==> src/logic/supervisor_pkg.sv <==
// Constants and carrier types for the supervisor with watchdog and chip-enable
// gating. Assumes a single 250 MHz clock and synchronous supply comparator
// levels.
package supervisor_pkg;

   localparam int unsigned CLK_MHZ = 250;
   localparam int unsigned RESET_TIMEOUT_MS = 200;
   localparam int unsigned WATCHDOG_TIMEOUT_MS = 1600;
   localparam int unsigned CE_HOLD_NS = 15000;
   localparam int unsigned KICK_MIN_NS = 50;
   localparam longint unsigned RESET_TIMEOUT_CYC =
      longint'(RESET_TIMEOUT_MS) * 1000 * CLK_MHZ;
   localparam longint unsigned WATCHDOG_TIMEOUT_CYC =
      longint'(WATCHDOG_TIMEOUT_MS) * 1000 * CLK_MHZ;
   localparam longint unsigned CE_HOLD_CYC =
      (longint'(CE_HOLD_NS) * CLK_MHZ) / 1000;
   localparam longint unsigned KICK_MIN_CYC =
      (longint'(KICK_MIN_NS) * CLK_MHZ + 999) / 1000;
   localparam int unsigned CNT_W = 32;

   typedef enum {
      ST_POWER_LOW,
      ST_TIMEOUT,
      ST_RUN
   } rst_state_t;

   typedef enum {
      CE_PASS,
      CE_HOLD,
      CE_OFF
   } ce_state_t;

   typedef struct packed {
      logic reset_out_n;
      logic battery_connect;
      logic seal_enabled;
   } supervisor_status_t;

   typedef struct packed {
      logic ce_out_n;
      logic ce_in_high_z;
   } ce_gate_t;

endpackage : supervisor_pkg

==> src/logic/supervisor.sv <==
// Supervisor: reset timer, manual reset, watchdog, freshness seal and
// chip-enable gate. All inputs are taken as synchronous to MCLK.
// Assumes the supply comparators, the power switch and the pin drivers sit
// outside and reach this logic only as the levels on the ports below.
`timescale 1ns/100ps
module supervisor #(
   // Reset timeout in clock cycles.
   parameter int unsigned RESET_CYC = 32'(supervisor_pkg::RESET_TIMEOUT_CYC),
   // Watchdog timeout in clock cycles.
   parameter int unsigned WDOG_CYC =
      32'(supervisor_pkg::WATCHDOG_TIMEOUT_CYC),
   // Longest chip-enable hold after reset asserts, in clock cycles.
   parameter int unsigned CE_CYC = 32'(supervisor_pkg::CE_HOLD_CYC)
) (
   // Clock, reset, enable
   input wire logic MCLK,
   input wire logic RST_N,
   input wire logic CE,
   // Supply comparator levels
   input wire logic SUPPLY_ABOVE_THRESHOLD,
   input wire logic SUPPLY_BELOW_BATTERY,
   // Manual reset and seal arming level
   input wire logic MANUAL_RESET_N,
   input wire logic POWER_FAIL_OUT_N_IN,
   // Watchdog kick pin, four signals
   input wire logic WATCHDOG_KICK_IN,
   input wire logic WATCHDOG_KICK_FLOATING,
   output logic WATCHDOG_KICK_OUT,
   output logic WATCHDOG_KICK_OE,
   // Chip-enable gate
   input wire logic CHIP_ENABLE_IN_N,
   output logic CHIP_ENABLE_OUT_N,
   output logic CHIP_ENABLE_IN_HIGH_Z,
   // Status
   output logic RESET_OUT_N,
   output logic BATTERY_CONNECT,
   output logic SEAL_ENABLED
);

   supervisor_pkg::rst_state_t state, next_state;
   logic [31:0] rst_cnt, next_rst_cnt;
   logic seal, next_seal;
   logic arm_seen, next_arm_seen;
   logic mr_held, next_mr_held;
   logic kick_edge;
   logic [31:0] wd_cnt, next_wd_cnt;
   logic kick_prev, next_kick_prev;
   logic wd_fire;
   logic backup_mode;
   logic mr_effective;
   logic kick_level;
   logic int_drive;
   supervisor_pkg::ce_state_t ce_state, next_ce_state;
   logic [31:0] ce_cnt, next_ce_cnt;
   supervisor_pkg::supervisor_status_t status;
   supervisor_pkg::ce_gate_t gate;

   // Backup needs both conditions: supply below threshold and below battery.
   assign backup_mode = !SUPPLY_ABOVE_THRESHOLD && SUPPLY_BELOW_BATTERY;
   // manual reset masking.
   // The latched seal is cleared as the supply returns, so inside a timeout
   // the armed flag is what marks a sealing cycle.
   assign mr_effective = !MANUAL_RESET_N &&
      !((seal || arm_seen) && state == supervisor_pkg::ST_TIMEOUT);

   // internal keeper on floating input.
   // The keeper pulses high after 7/8 of the timeout; the edge clears the
   // counter well before it could fire.
   assign int_drive = (wd_cnt >= (WDOG_CYC - (WDOG_CYC >> 3)));
   assign kick_level = WATCHDOG_KICK_FLOATING ? int_drive : WATCHDOG_KICK_IN;
   assign WATCHDOG_KICK_OUT = int_drive;
   assign WATCHDOG_KICK_OE = WATCHDOG_KICK_FLOATING;
   assign wd_fire = (state == supervisor_pkg::ST_RUN) &&
      (wd_cnt >= WDOG_CYC - 1);
   // edge detect on the resolved kick level.
   assign kick_edge = kick_level != kick_prev;

   // Reset sequencer. Power-low keeps the timer cleared, timeout counts the
   // hold and run releases reset. Seal arming is watched in the timeout and
   // latched on the next supply drop from run.
   always_comb begin
      next_state = state;
      next_rst_cnt = rst_cnt;
      next_seal = seal;
      next_arm_seen = arm_seen;
      next_mr_held = 1'b0;
      case (state)
         supervisor_pkg::ST_POWER_LOW: begin
            next_rst_cnt = '0;
            if (SUPPLY_ABOVE_THRESHOLD) begin
               next_state = supervisor_pkg::ST_TIMEOUT;
               next_seal = 1'b0;
               next_arm_seen = 1'b0;
            end
         end
         supervisor_pkg::ST_TIMEOUT: begin
            if (!POWER_FAIL_OUT_N_IN && MANUAL_RESET_N) begin
               next_arm_seen = 1'b1;
            end
            if (!SUPPLY_ABOVE_THRESHOLD) begin
               next_state = supervisor_pkg::ST_POWER_LOW;
            end else if (mr_effective) begin
               next_rst_cnt = '0;
               next_mr_held = 1'b1;
            end else if (rst_cnt >= RESET_CYC - 1) begin
               next_state = supervisor_pkg::ST_RUN;
               next_rst_cnt = '0;
            end else if (mr_held) begin
               // The first edge after release restarts the count as a fresh
               // entry does, so the full timeout follows the release.
               next_rst_cnt = '0;
            end else begin
               next_rst_cnt = rst_cnt + 32'h0000_0001;
            end
         end
         supervisor_pkg::ST_RUN: begin
            if (!SUPPLY_ABOVE_THRESHOLD) begin
               next_state = supervisor_pkg::ST_POWER_LOW;
               // seal latches on supply drop if armed.
               next_seal = arm_seen;
            end else if (mr_effective || wd_fire) begin
               next_state = supervisor_pkg::ST_TIMEOUT;
            end
         end
         default: begin
            next_state = supervisor_pkg::ST_POWER_LOW;
            next_rst_cnt = '0;
         end
      endcase
   end

   // Sequencer registers; CE low freezes every group of state.
   always_ff @(posedge MCLK) begin
      if (!RST_N) begin
         state <= supervisor_pkg::ST_POWER_LOW;
         rst_cnt <= '0;
         seal <= 1'b0;
         arm_seen <= 1'b0;
         mr_held <= 1'b0;
      end else if (CE) begin
         state <= next_state;
         rst_cnt <= next_rst_cnt;
         seal <= next_seal;
         arm_seen <= next_arm_seen;
         mr_held <= next_mr_held;
      end
   end

   // Watchdog counter. A level change between two edges counts as a kick,
   // so a pulse must span one clock edge to be seen; at this clock a pulse
   // of the minimum width always does.
   always_comb begin
      next_kick_prev = kick_level;
      next_wd_cnt = wd_cnt + 32'h0000_0001;
      if (state != supervisor_pkg::ST_RUN || backup_mode) begin
         next_wd_cnt = '0;
      end else if (kick_edge || wd_fire) begin
         next_wd_cnt = '0;
      end else begin
         next_wd_cnt = wd_cnt + 32'h0000_0001;
      end
   end

   // Watchdog registers.
   always_ff @(posedge MCLK) begin
      if (!RST_N) begin
         wd_cnt <= '0;
         kick_prev <= 1'b0;
      end else if (CE) begin
         wd_cnt <= next_wd_cnt;
         kick_prev <= next_kick_prev;
      end
   end

   // Chip-enable gate. A write in flight when reset asserts may finish in
   // the hold state; the gate then stays off until the sequencer runs, so
   // no stray write can reach the RAM during the timeout.
   always_comb begin
      next_ce_state = ce_state;
      next_ce_cnt = '0;
      case (ce_state)
         supervisor_pkg::CE_PASS: begin
            if (next_state != supervisor_pkg::ST_RUN) begin
               if (CHIP_ENABLE_IN_N) begin
                  next_ce_state = supervisor_pkg::CE_OFF;
               end else begin
                  next_ce_state = supervisor_pkg::CE_HOLD;
               end
            end
         end
         supervisor_pkg::CE_HOLD: begin
            next_ce_cnt = ce_cnt + 32'h0000_0001;
            // up to the hold time or input high.
            if (CHIP_ENABLE_IN_N || ce_cnt >= CE_CYC - 1) begin
               next_ce_state = supervisor_pkg::CE_OFF;
            end
         end
         supervisor_pkg::CE_OFF: begin
            // enabled only after the reset timeout.
            if (next_state == supervisor_pkg::ST_RUN) begin
               next_ce_state = supervisor_pkg::CE_PASS;
            end
         end
         default: next_ce_state = supervisor_pkg::CE_OFF;
      endcase
   end

   always_ff @(posedge MCLK) begin
      if (!RST_N) begin
         ce_state <= supervisor_pkg::CE_OFF;
         ce_cnt <= '0;
      end else if (CE) begin
         ce_state <= next_ce_state;
         ce_cnt <= next_ce_cnt;
      end
   end

   // Status outputs follow the next state, so the registered pins change on
   // the same edge as the state they report.
   always_comb begin
      status = '0;
      if (next_state == supervisor_pkg::ST_RUN) begin
         status.reset_out_n = 1'b1;
      end else begin
         status.reset_out_n = 1'b0;
      end
      if (next_seal) begin
         status.battery_connect = 1'b0;
         status.seal_enabled = 1'b1;
      end else begin
         status.battery_connect = 1'b1;
         status.seal_enabled = 1'b0;
      end
   end

   // Gate outputs, decoded from the next gate state.
   always_comb begin
      gate = '0;
      case (next_ce_state)
         supervisor_pkg::CE_PASS: begin
            gate.ce_out_n = CHIP_ENABLE_IN_N;
            gate.ce_in_high_z = 1'b0;
         end
         supervisor_pkg::CE_HOLD: begin
            gate.ce_out_n = 1'b0;
            gate.ce_in_high_z = 1'b0;
         end
         supervisor_pkg::CE_OFF: begin
            gate.ce_out_n = 1'b1;
            gate.ce_in_high_z = 1'b1;
         end
         default: begin
            gate.ce_out_n = 1'b1;
            gate.ce_in_high_z = 1'b1;
         end
      endcase
   end

   // Reset and seal output registers.
   always_ff @(posedge MCLK) begin
      if (!RST_N) begin
         RESET_OUT_N <= 1'b0;
         BATTERY_CONNECT <= 1'b1;
         SEAL_ENABLED <= 1'b0;
      end else if (CE) begin
         RESET_OUT_N <= status.reset_out_n;
         BATTERY_CONNECT <= status.battery_connect;
         SEAL_ENABLED <= status.seal_enabled;
      end
   end

   // Chip-enable output registers. The pass path is registered as well, so
   // the gate adds one clock of delay that write timing must allow for.
   always_ff @(posedge MCLK) begin
      if (!RST_N) begin
         CHIP_ENABLE_OUT_N <= 1'b1;
         CHIP_ENABLE_IN_HIGH_Z <= 1'b1;
      end else if (CE) begin
         CHIP_ENABLE_OUT_N <= gate.ce_out_n;
         CHIP_ENABLE_IN_HIGH_Z <= gate.ce_in_high_z;
      end
   end

endmodule : supervisor

==> config.mk <==
export PLATFORM = sky130hd
export DESIGN_NAME = supervisor
export DESIGN_NICKNAME = d
export VERILOG_FILES = /design/src/logic/supervisor_pkg.sv /design/src/logic/supervisor.sv
export SDC_FILE = /design/constraint.sdc
export NUM_CORES = 1
export LEC_CHECK = 0
export BUFFER_PORTS_ARGS = -buffer_cell sky130_fd_sc_hd__buf_2
export CORE_UTILIZATION = 50
export CTS_BUF_LIST = sky130_fd_sc_hd__clkbuf_8
export DETAILED_ROUTE_END_ITERATION = 6
export PLACE_DENSITY = 0.66
export RECOVER_POWER = 25
export SLEW_MARGIN = 20
export SYNTH_ARGS = -nofsm -noshare
export SYNTH_HDL_FRONTEND = slang
export SYNTH_SLANG_ARGS = --single-unit
==> constraint.sdc <==
create_clock -name MCLK -period 2.4 [get_ports MCLK]
set_input_delay 0.36 -clock MCLK [delete_from_list [all_inputs] [get_ports MCLK]]
set_output_delay 0.36 -clock MCLK [all_outputs]
set_load 0.02 [all_outputs]
==> flow_metrics.env, run 1 <==
export IMPL_synthesis_area_mm2=0.007337
export IMPL_synth_most_common_cell="dfxtp_1"
export IMPL_use_met2_pct=35.47
export IMPL_synth_compound_area_share_pct=10.59
export IMPL_max_cap_violations=0
export IMPL_drc_errors=0
export IMPL_firstDrtPassIters=5
export IMPL_synth_area_top_cells="dfxtp_1, and3_1, nor2_1, nand2_1, xnor2_1"
export IMPL_drive_above_1_share_pct=13.47
export IMPL_switching_share_pct=26.20
export IMPL_timing_final_crit_share_pct=97.57
export IMPL_grt_pass1_wl_um=25960
export IMPL_p_clk_share_pct=38.5
export IMPL_ys_ff_latch=168
export IMPL_ir_drop_mv=0.4465
export IMPL_gp_congestion=0.8398
export IMPL_synth_top_cell_area_share_pct=45.84
export IMPL_diodes=0
export IMPL_crit_type="reg2reg"
export IMPL_rows=43
export IMPL_dp_hpwl_um=10700
export IMPL_busiest_layer="met2"
export IMPL_cp_required_ps=2790
export IMPL_die_area_mm2=0.01516
export IMPL_fp_dieW_um=123.1
export IMPL_end_kind="flop"
export IMPL_worstMarginPinSlew_ps=991.6
export IMPL_grtUsageMet3_pct=5.028
export IMPL_fin_crit_ps=2342
export IMPL_clock_skew_ps=13.92
export IMPL_place_area_mm2=0.007750
export IMPL_status="finished, final reports clean"
export IMPL_synth_net_count=866
export IMPL_synth_seq_area_share_pct=45.84
export IMPL_root_buffer="clkbuf_8"
export IMPL_static_leakage_power_nw=3.168
export IMPL_postRouteAntennaNets=0
export IMPL_grt_overflow=0
export IMPL_async_reset_ff_share_pct=0
export IMPL_cp_max_fo=16
export IMPL_clk_latency_ps=470
export IMPL_cts_tree="yes"
export IMPL_synth_area_mux_share_pct=0.2729
export IMPL_io_buffers=16
export IMPL_cp_start_kind="flop"
export IMPL_synth_top_family_by_area="simple AND/OR/NAND/NOR gates"
export IMPL_core_area_mm2=0.01410
export IMPL_whs_ps=211.5
export IMPL_synth_fa_ha_area_share_pct=1.023
export IMPL_synthDistinctLibCells=57
export IMPL_rsz0062_at_grt="yes"
export IMPL_vias_per_cell=5.680
export IMPL_yosys_area_top_type="dfxtp_1"
export IMPL_synthXorXnorAreaFrac_pct=6.804
export IMPL_ios=17
export IMPL_p_int_mw=3.617
export IMPL_hp_class="in2reg"
export IMPL_max_freq_ghz=0.4271
export IMPL_clock_sinks=168
export IMPL_synth_common_cells="dfxtp_1, nor2_1, nand2_1"
export IMPL_clkTransAtPathRegs_ps=100
export IMPL_final_hold_viol_count=0
export IMPL_layout_nets=894
export IMPL_htreeDepth=4
export IMPL_slew_headroom_pct=33.89
export IMPL_p_seq_share_pct=57.3
export IMPL_p_comb_share_pct=4.1
export IMPL_synth_simple_gate_area_share_pct=32.01
export IMPL_final_max_slew_viol_count=0
export IMPL_synthCells=850
export IMPL_track_usage_pct=21.69
export IMPL_fin_area_mm2=0.008198
export IMPL_drt_iter0_drc=450
export IMPL_synth_edf_count=0
export IMPL_tns_ps=0
export IMPL_cts_buffer_depth=2
export IMPL_vias=6083
export IMPL_drt_wl_total_um=15570
export IMPL_yosys_warnings=0
export IMPL_ys_flop_type="dfxtp_1"
export IMPL_crit_arrival_ps=2740
export IMPL_antenna_found_initial=0
export IMPL_area_growth_synth_to_final_pct=11.73
export IMPL_wl_per_cell_um=14.54
export IMPL_grt_pass1_vias=5657
export IMPL_avgSynthCellArea_um2=8.632
export IMPL_power_density_mw_per_mm2=597.9
export IMPL_switching_power_mw=1.284
export IMPL_grt_max_degree=71
export IMPL_die_h_um=123.1
export IMPL_setup_violations_final=0
export IMPL_start_util_pct=52.05
export IMPL_cts_made_buffers=17
export IMPL_grt_util_met1_pct=28.17
[per-layer routing]
metal	routed length, um	share of wire (%)
met2	7393	47
met4	167	1.1
met1	7517	48
met3	495	3.2
met5	0	0
[worst paths after layout]
kind | endpoint | start | cells past startpoint | slack (ps)
max | wd_cnt[8] | state[2] | 7 | 60
min | wd_cnt[29] | RST_N | 3 | 210
max reg2reg | wd_cnt[8] | state[2] | 7 | 60
min reg2reg | mr_held | mr_held | 2 | 470
[power groups by stage]
stage | combinational, mW | sequential (mW) | clock (mW)
after floorplan | 0.127 | 2.88 | 0
after global placement | 0.195 | 2.87 | 0
after detailed placement | 0.201 | 2.87 | 0
after CTS | 0.201 | 2.81 | 1.95
after global routing | 0.224 | 2.81 | 2.06
final | 0.203 | 2.81 | 1.89
[cell families after synthesis]
logic type | Yosys count
muxes | 2
adders and majority gates | 6
and+or+nand+nor | 456
AOI/OAI and AO/OA | 99
xor gates and xnor gates | 57
DFF | 168
buffers and inverters | 62
[cell usage in the layout, fill, tap and decap left out, types with 16 or more instances in the layout]
cell type  Yosys  layout
nor2_1       106     106
nor4_1        28      20
clkbuf_8       0      17
nand2_1       84      84
nor3_1        31      31
o21ai_0       17      16
dfxtp_1      168     164
inv_1         21      21
and3_1        82      82
xor2_1        21      21
xnor2_1       36      36
nand4_1       34      34
buf_4          2      32
nand3_1       42      42
[sequential cells by signal (all words and copies together) (netlist names)]
register and flops:
rst_cnt 32, ce_state 32, BATTERY_CONNECT 1, wd_cnt 32, mr_held 1, ce_cnt 32
kick_prev 1, CHIP_ENABLE_OUT_N 1, seal 1, arm_seen 1, state 32, CHIP_ENABLE_IN_HIGH_Z 1
RESET_OUT_N 1
[what timing repair did]
action / 4_1_cts / 5_1_grt
resized for setup: 0 / 16
buffers inserted: 0 / 0
setup endpoints to repair: 0 / 32
hold buffers: 0 / 0
[area by class of cell]
class,count,area (um^2)
timing repair buffer,50,342.8
fill,1274,5898
sequential,168,3368
clock buffer,17,234.0
tap,180,225.2
inverter,21,78.83
multi-input combinational,620,3817
clock inverter,15,131.4
[stage by stage]
step	utilization (%)	worst slack, ps	power, mW	std cells
6_report	58.16	58.42	4.902	1071
5_1_grt	58.16	-75.21	5.098	1071
4_1_cts	57.57	59.38	4.959	1071
3_5_place_dp	54.98	83.54	3.075	1039
3_3_place_gp	54.93	138.1	3.069	1039
2_1_floorplan	-	220.0	3.004	850
[worst max-delay path, stage by stage (launching register included)]
cell      delay [ps]
dfxtp_1          340
nor4_2           300
nand4_1          260
or4b_4           620
nor4_4           230
nand3_2          150
buf_12           190
o211ai_1         180
(Power assumes the default switching activity.)
==> run 2: changes to the inputs <==
--- a/config.mk
+++ b/config.mk
@@ -10,7 +10,7 @@
 export CTS_BUF_LIST = sky130_fd_sc_hd__clkbuf_8
 export DETAILED_ROUTE_END_ITERATION = 6
 export PLACE_DENSITY = 0.66
-export RECOVER_POWER = 25
+export RECOVER_POWER = 50
 export SLEW_MARGIN = 20
 export SYNTH_ARGS = -nofsm -noshare
 export SYNTH_HDL_FRONTEND = slang
==> flow_metrics.env, run 2 (synthesized netlist as in run 1, its figures left out) <==
export IMPL_grt_pass1_wl_um=25960
export IMPL_die_h_um=123.1
export IMPL_final_hold_viol_count=0
export IMPL_timing_final_crit_share_pct=97.58
export IMPL_grt_util_met1_pct=28.17
export IMPL_max_freq_ghz=0.4270
export IMPL_crit_arrival_ps=2740
export IMPL_post_cts_buffers=0
export IMPL_io_buffers=16
export IMPL_p_seq_share_pct=57.4
export IMPL_finalPower_mw=4.898
export IMPL_clkTransAtPathRegs_ps=100
export IMPL_gp_congestion=0.8398
export IMPL_drt_iter0_drc=529
export IMPL_htreeDepth=4
export IMPL_hp_class="in2reg"
export IMPL_grt_overflow=0
export IMPL_postRouteAntennaNets=0
export IMPL_multi_input_comb_area_mm2=0.003817
export IMPL_post_place_ws_ps=83.54
export IMPL_vias_per_cell=5.655
export IMPL_cp_required_ps=2790
export IMPL_status="finished, final reports clean"
export IMPL_drt_wl_total_um=15500
export IMPL_p_int_mw=3.616
export IMPL_slew_headroom_pct=34.53
export IMPL_rsz0062_at_grt="yes"
export IMPL_cts_made_buffers=17
export IMPL_static_leakage_power_nw=3.156
export IMPL_cts_buffer_depth=2
export IMPL_vias=6057
export IMPL_start_util_pct=52.05
export IMPL_dp_hpwl_um=10700
export IMPL_fin_area_mm2=0.008192
export IMPL_clock_skew_ps=12.81
export IMPL_use_met2_pct=35.47
export IMPL_p_clk_share_pct=38.5
export IMPL_layout_commonest_cell="dfxtp_1"
export IMPL_place_inst=1039
export IMPL_cts_tree="yes"
export IMPL_antenna_found_initial=0
export IMPL_clock_sinks=168
export IMPL_final_max_slew_viol_count=0
export IMPL_ios=17
export IMPL_setup_violations_final=0
export IMPL_switching_share_pct=26.16
export IMPL_cp_start_kind="flop"
export IMPL_die_area_mm2=0.01516
export IMPL_drc_errors=0
export IMPL_fin_util_pct=58.11
export IMPL_tns_ps=0
export IMPL_ir_drop_mv=0.4457
export IMPL_place_area_mm2=0.007750
export IMPL_diodes=0
export IMPL_fp_dieW_um=123.1
export IMPL_area_growth_synth_to_final_pct=11.65
export IMPL_setup_slack_ps=58.11
export IMPL_drive_above_1_share_pct=12.91
export IMPL_grtUsageMet3_pct=5.028
export IMPL_clk_latency_ps=470
export IMPL_layout_nets=894
export IMPL_power_density_mw_per_mm2=597.9
export IMPL_rows=43
export IMPL_fillers=1278
export IMPL_busiest_layer="met2"
export IMPL_whs_ps=210.3
export IMPL_root_buffer="clkbuf_8"
export IMPL_fin_crit_ps=2342
export IMPL_core_area_mm2=0.01410
export IMPL_firstDrtPassIters=5
export IMPL_end_kind="flop"
export IMPL_worstMarginPinSlew_ps=982.1
export IMPL_wl_per_cell_um=14.47
export IMPL_switching_power_mw=1.281
export IMPL_p_comb_share_pct=4.1
export IMPL_cp_max_fo=16
export IMPL_final_cell_mix="dfxtp_1, nor2_1, nand2_1, and3_1, nand3_1"
export IMPL_crit_type="reg2reg"
export IMPL_grt_pass1_vias=5657
export IMPL_track_usage_pct=21.69
export IMPL_regArea_mm2=0.003368
export IMPL_max_cap_violations=0
export IMPL_fin_cells=1071
export IMPL_grt_max_degree=71
[run 2: power by group through the flow]
stage	Sequential, mW	Clock (mW)	Combinational (mW)
after CTS	2.81	1.95	0.201
after global placement	2.87	0	0.195
final	2.81	1.89	0.201
after detailed placement	2.87	0	0.201
after floorplan	2.88	0	0.127
after global routing	2.81	2.06	0.223
[run 2: what timing repair did]
action,CTS,global route
hold buffers,0,0
resized for setup,0,16
endpoints found under the hold margin,0,0
endpoints found under the setup margin,0,32
[run 2: path summary, 6_finish.rpt]
path,from,to,slack [ps],cells past startpoint
hold reg to reg,mr_held,mr_held,470,2
hold / removal,RST_N,wd_cnt[29],210,3
setup reg to reg,state[2],wd_cnt[8],60,7
setup / recovery,state[2],wd_cnt[8],60,7
[run 2: layer usage]
metal  wire [um]  up-vias
met3         550       13
li1            -     3091
met5           0        -
met1        7465     2856
met4         166        0
met2        7317       97
[run 2: cell type report]
cell class	count	area share, %
Clock buffer	17	2.856
Clock inverter	15	1.604
Inverter	21	0.9623
Multi-Input combinational cell	620	46.60
Sequential cell	168	41.12
Tap cell	180	2.749
Timing Repair Buffer	50	4.109
[run 2: worst max-delay path: stages (launching register included)]
cell	delay, ps
dfxtp_1	340
nor4_2	300
nand4_1	260
or4b_4	620
nor4_4	230
nand3_2	150
buf_12	190
o211ai_1	180
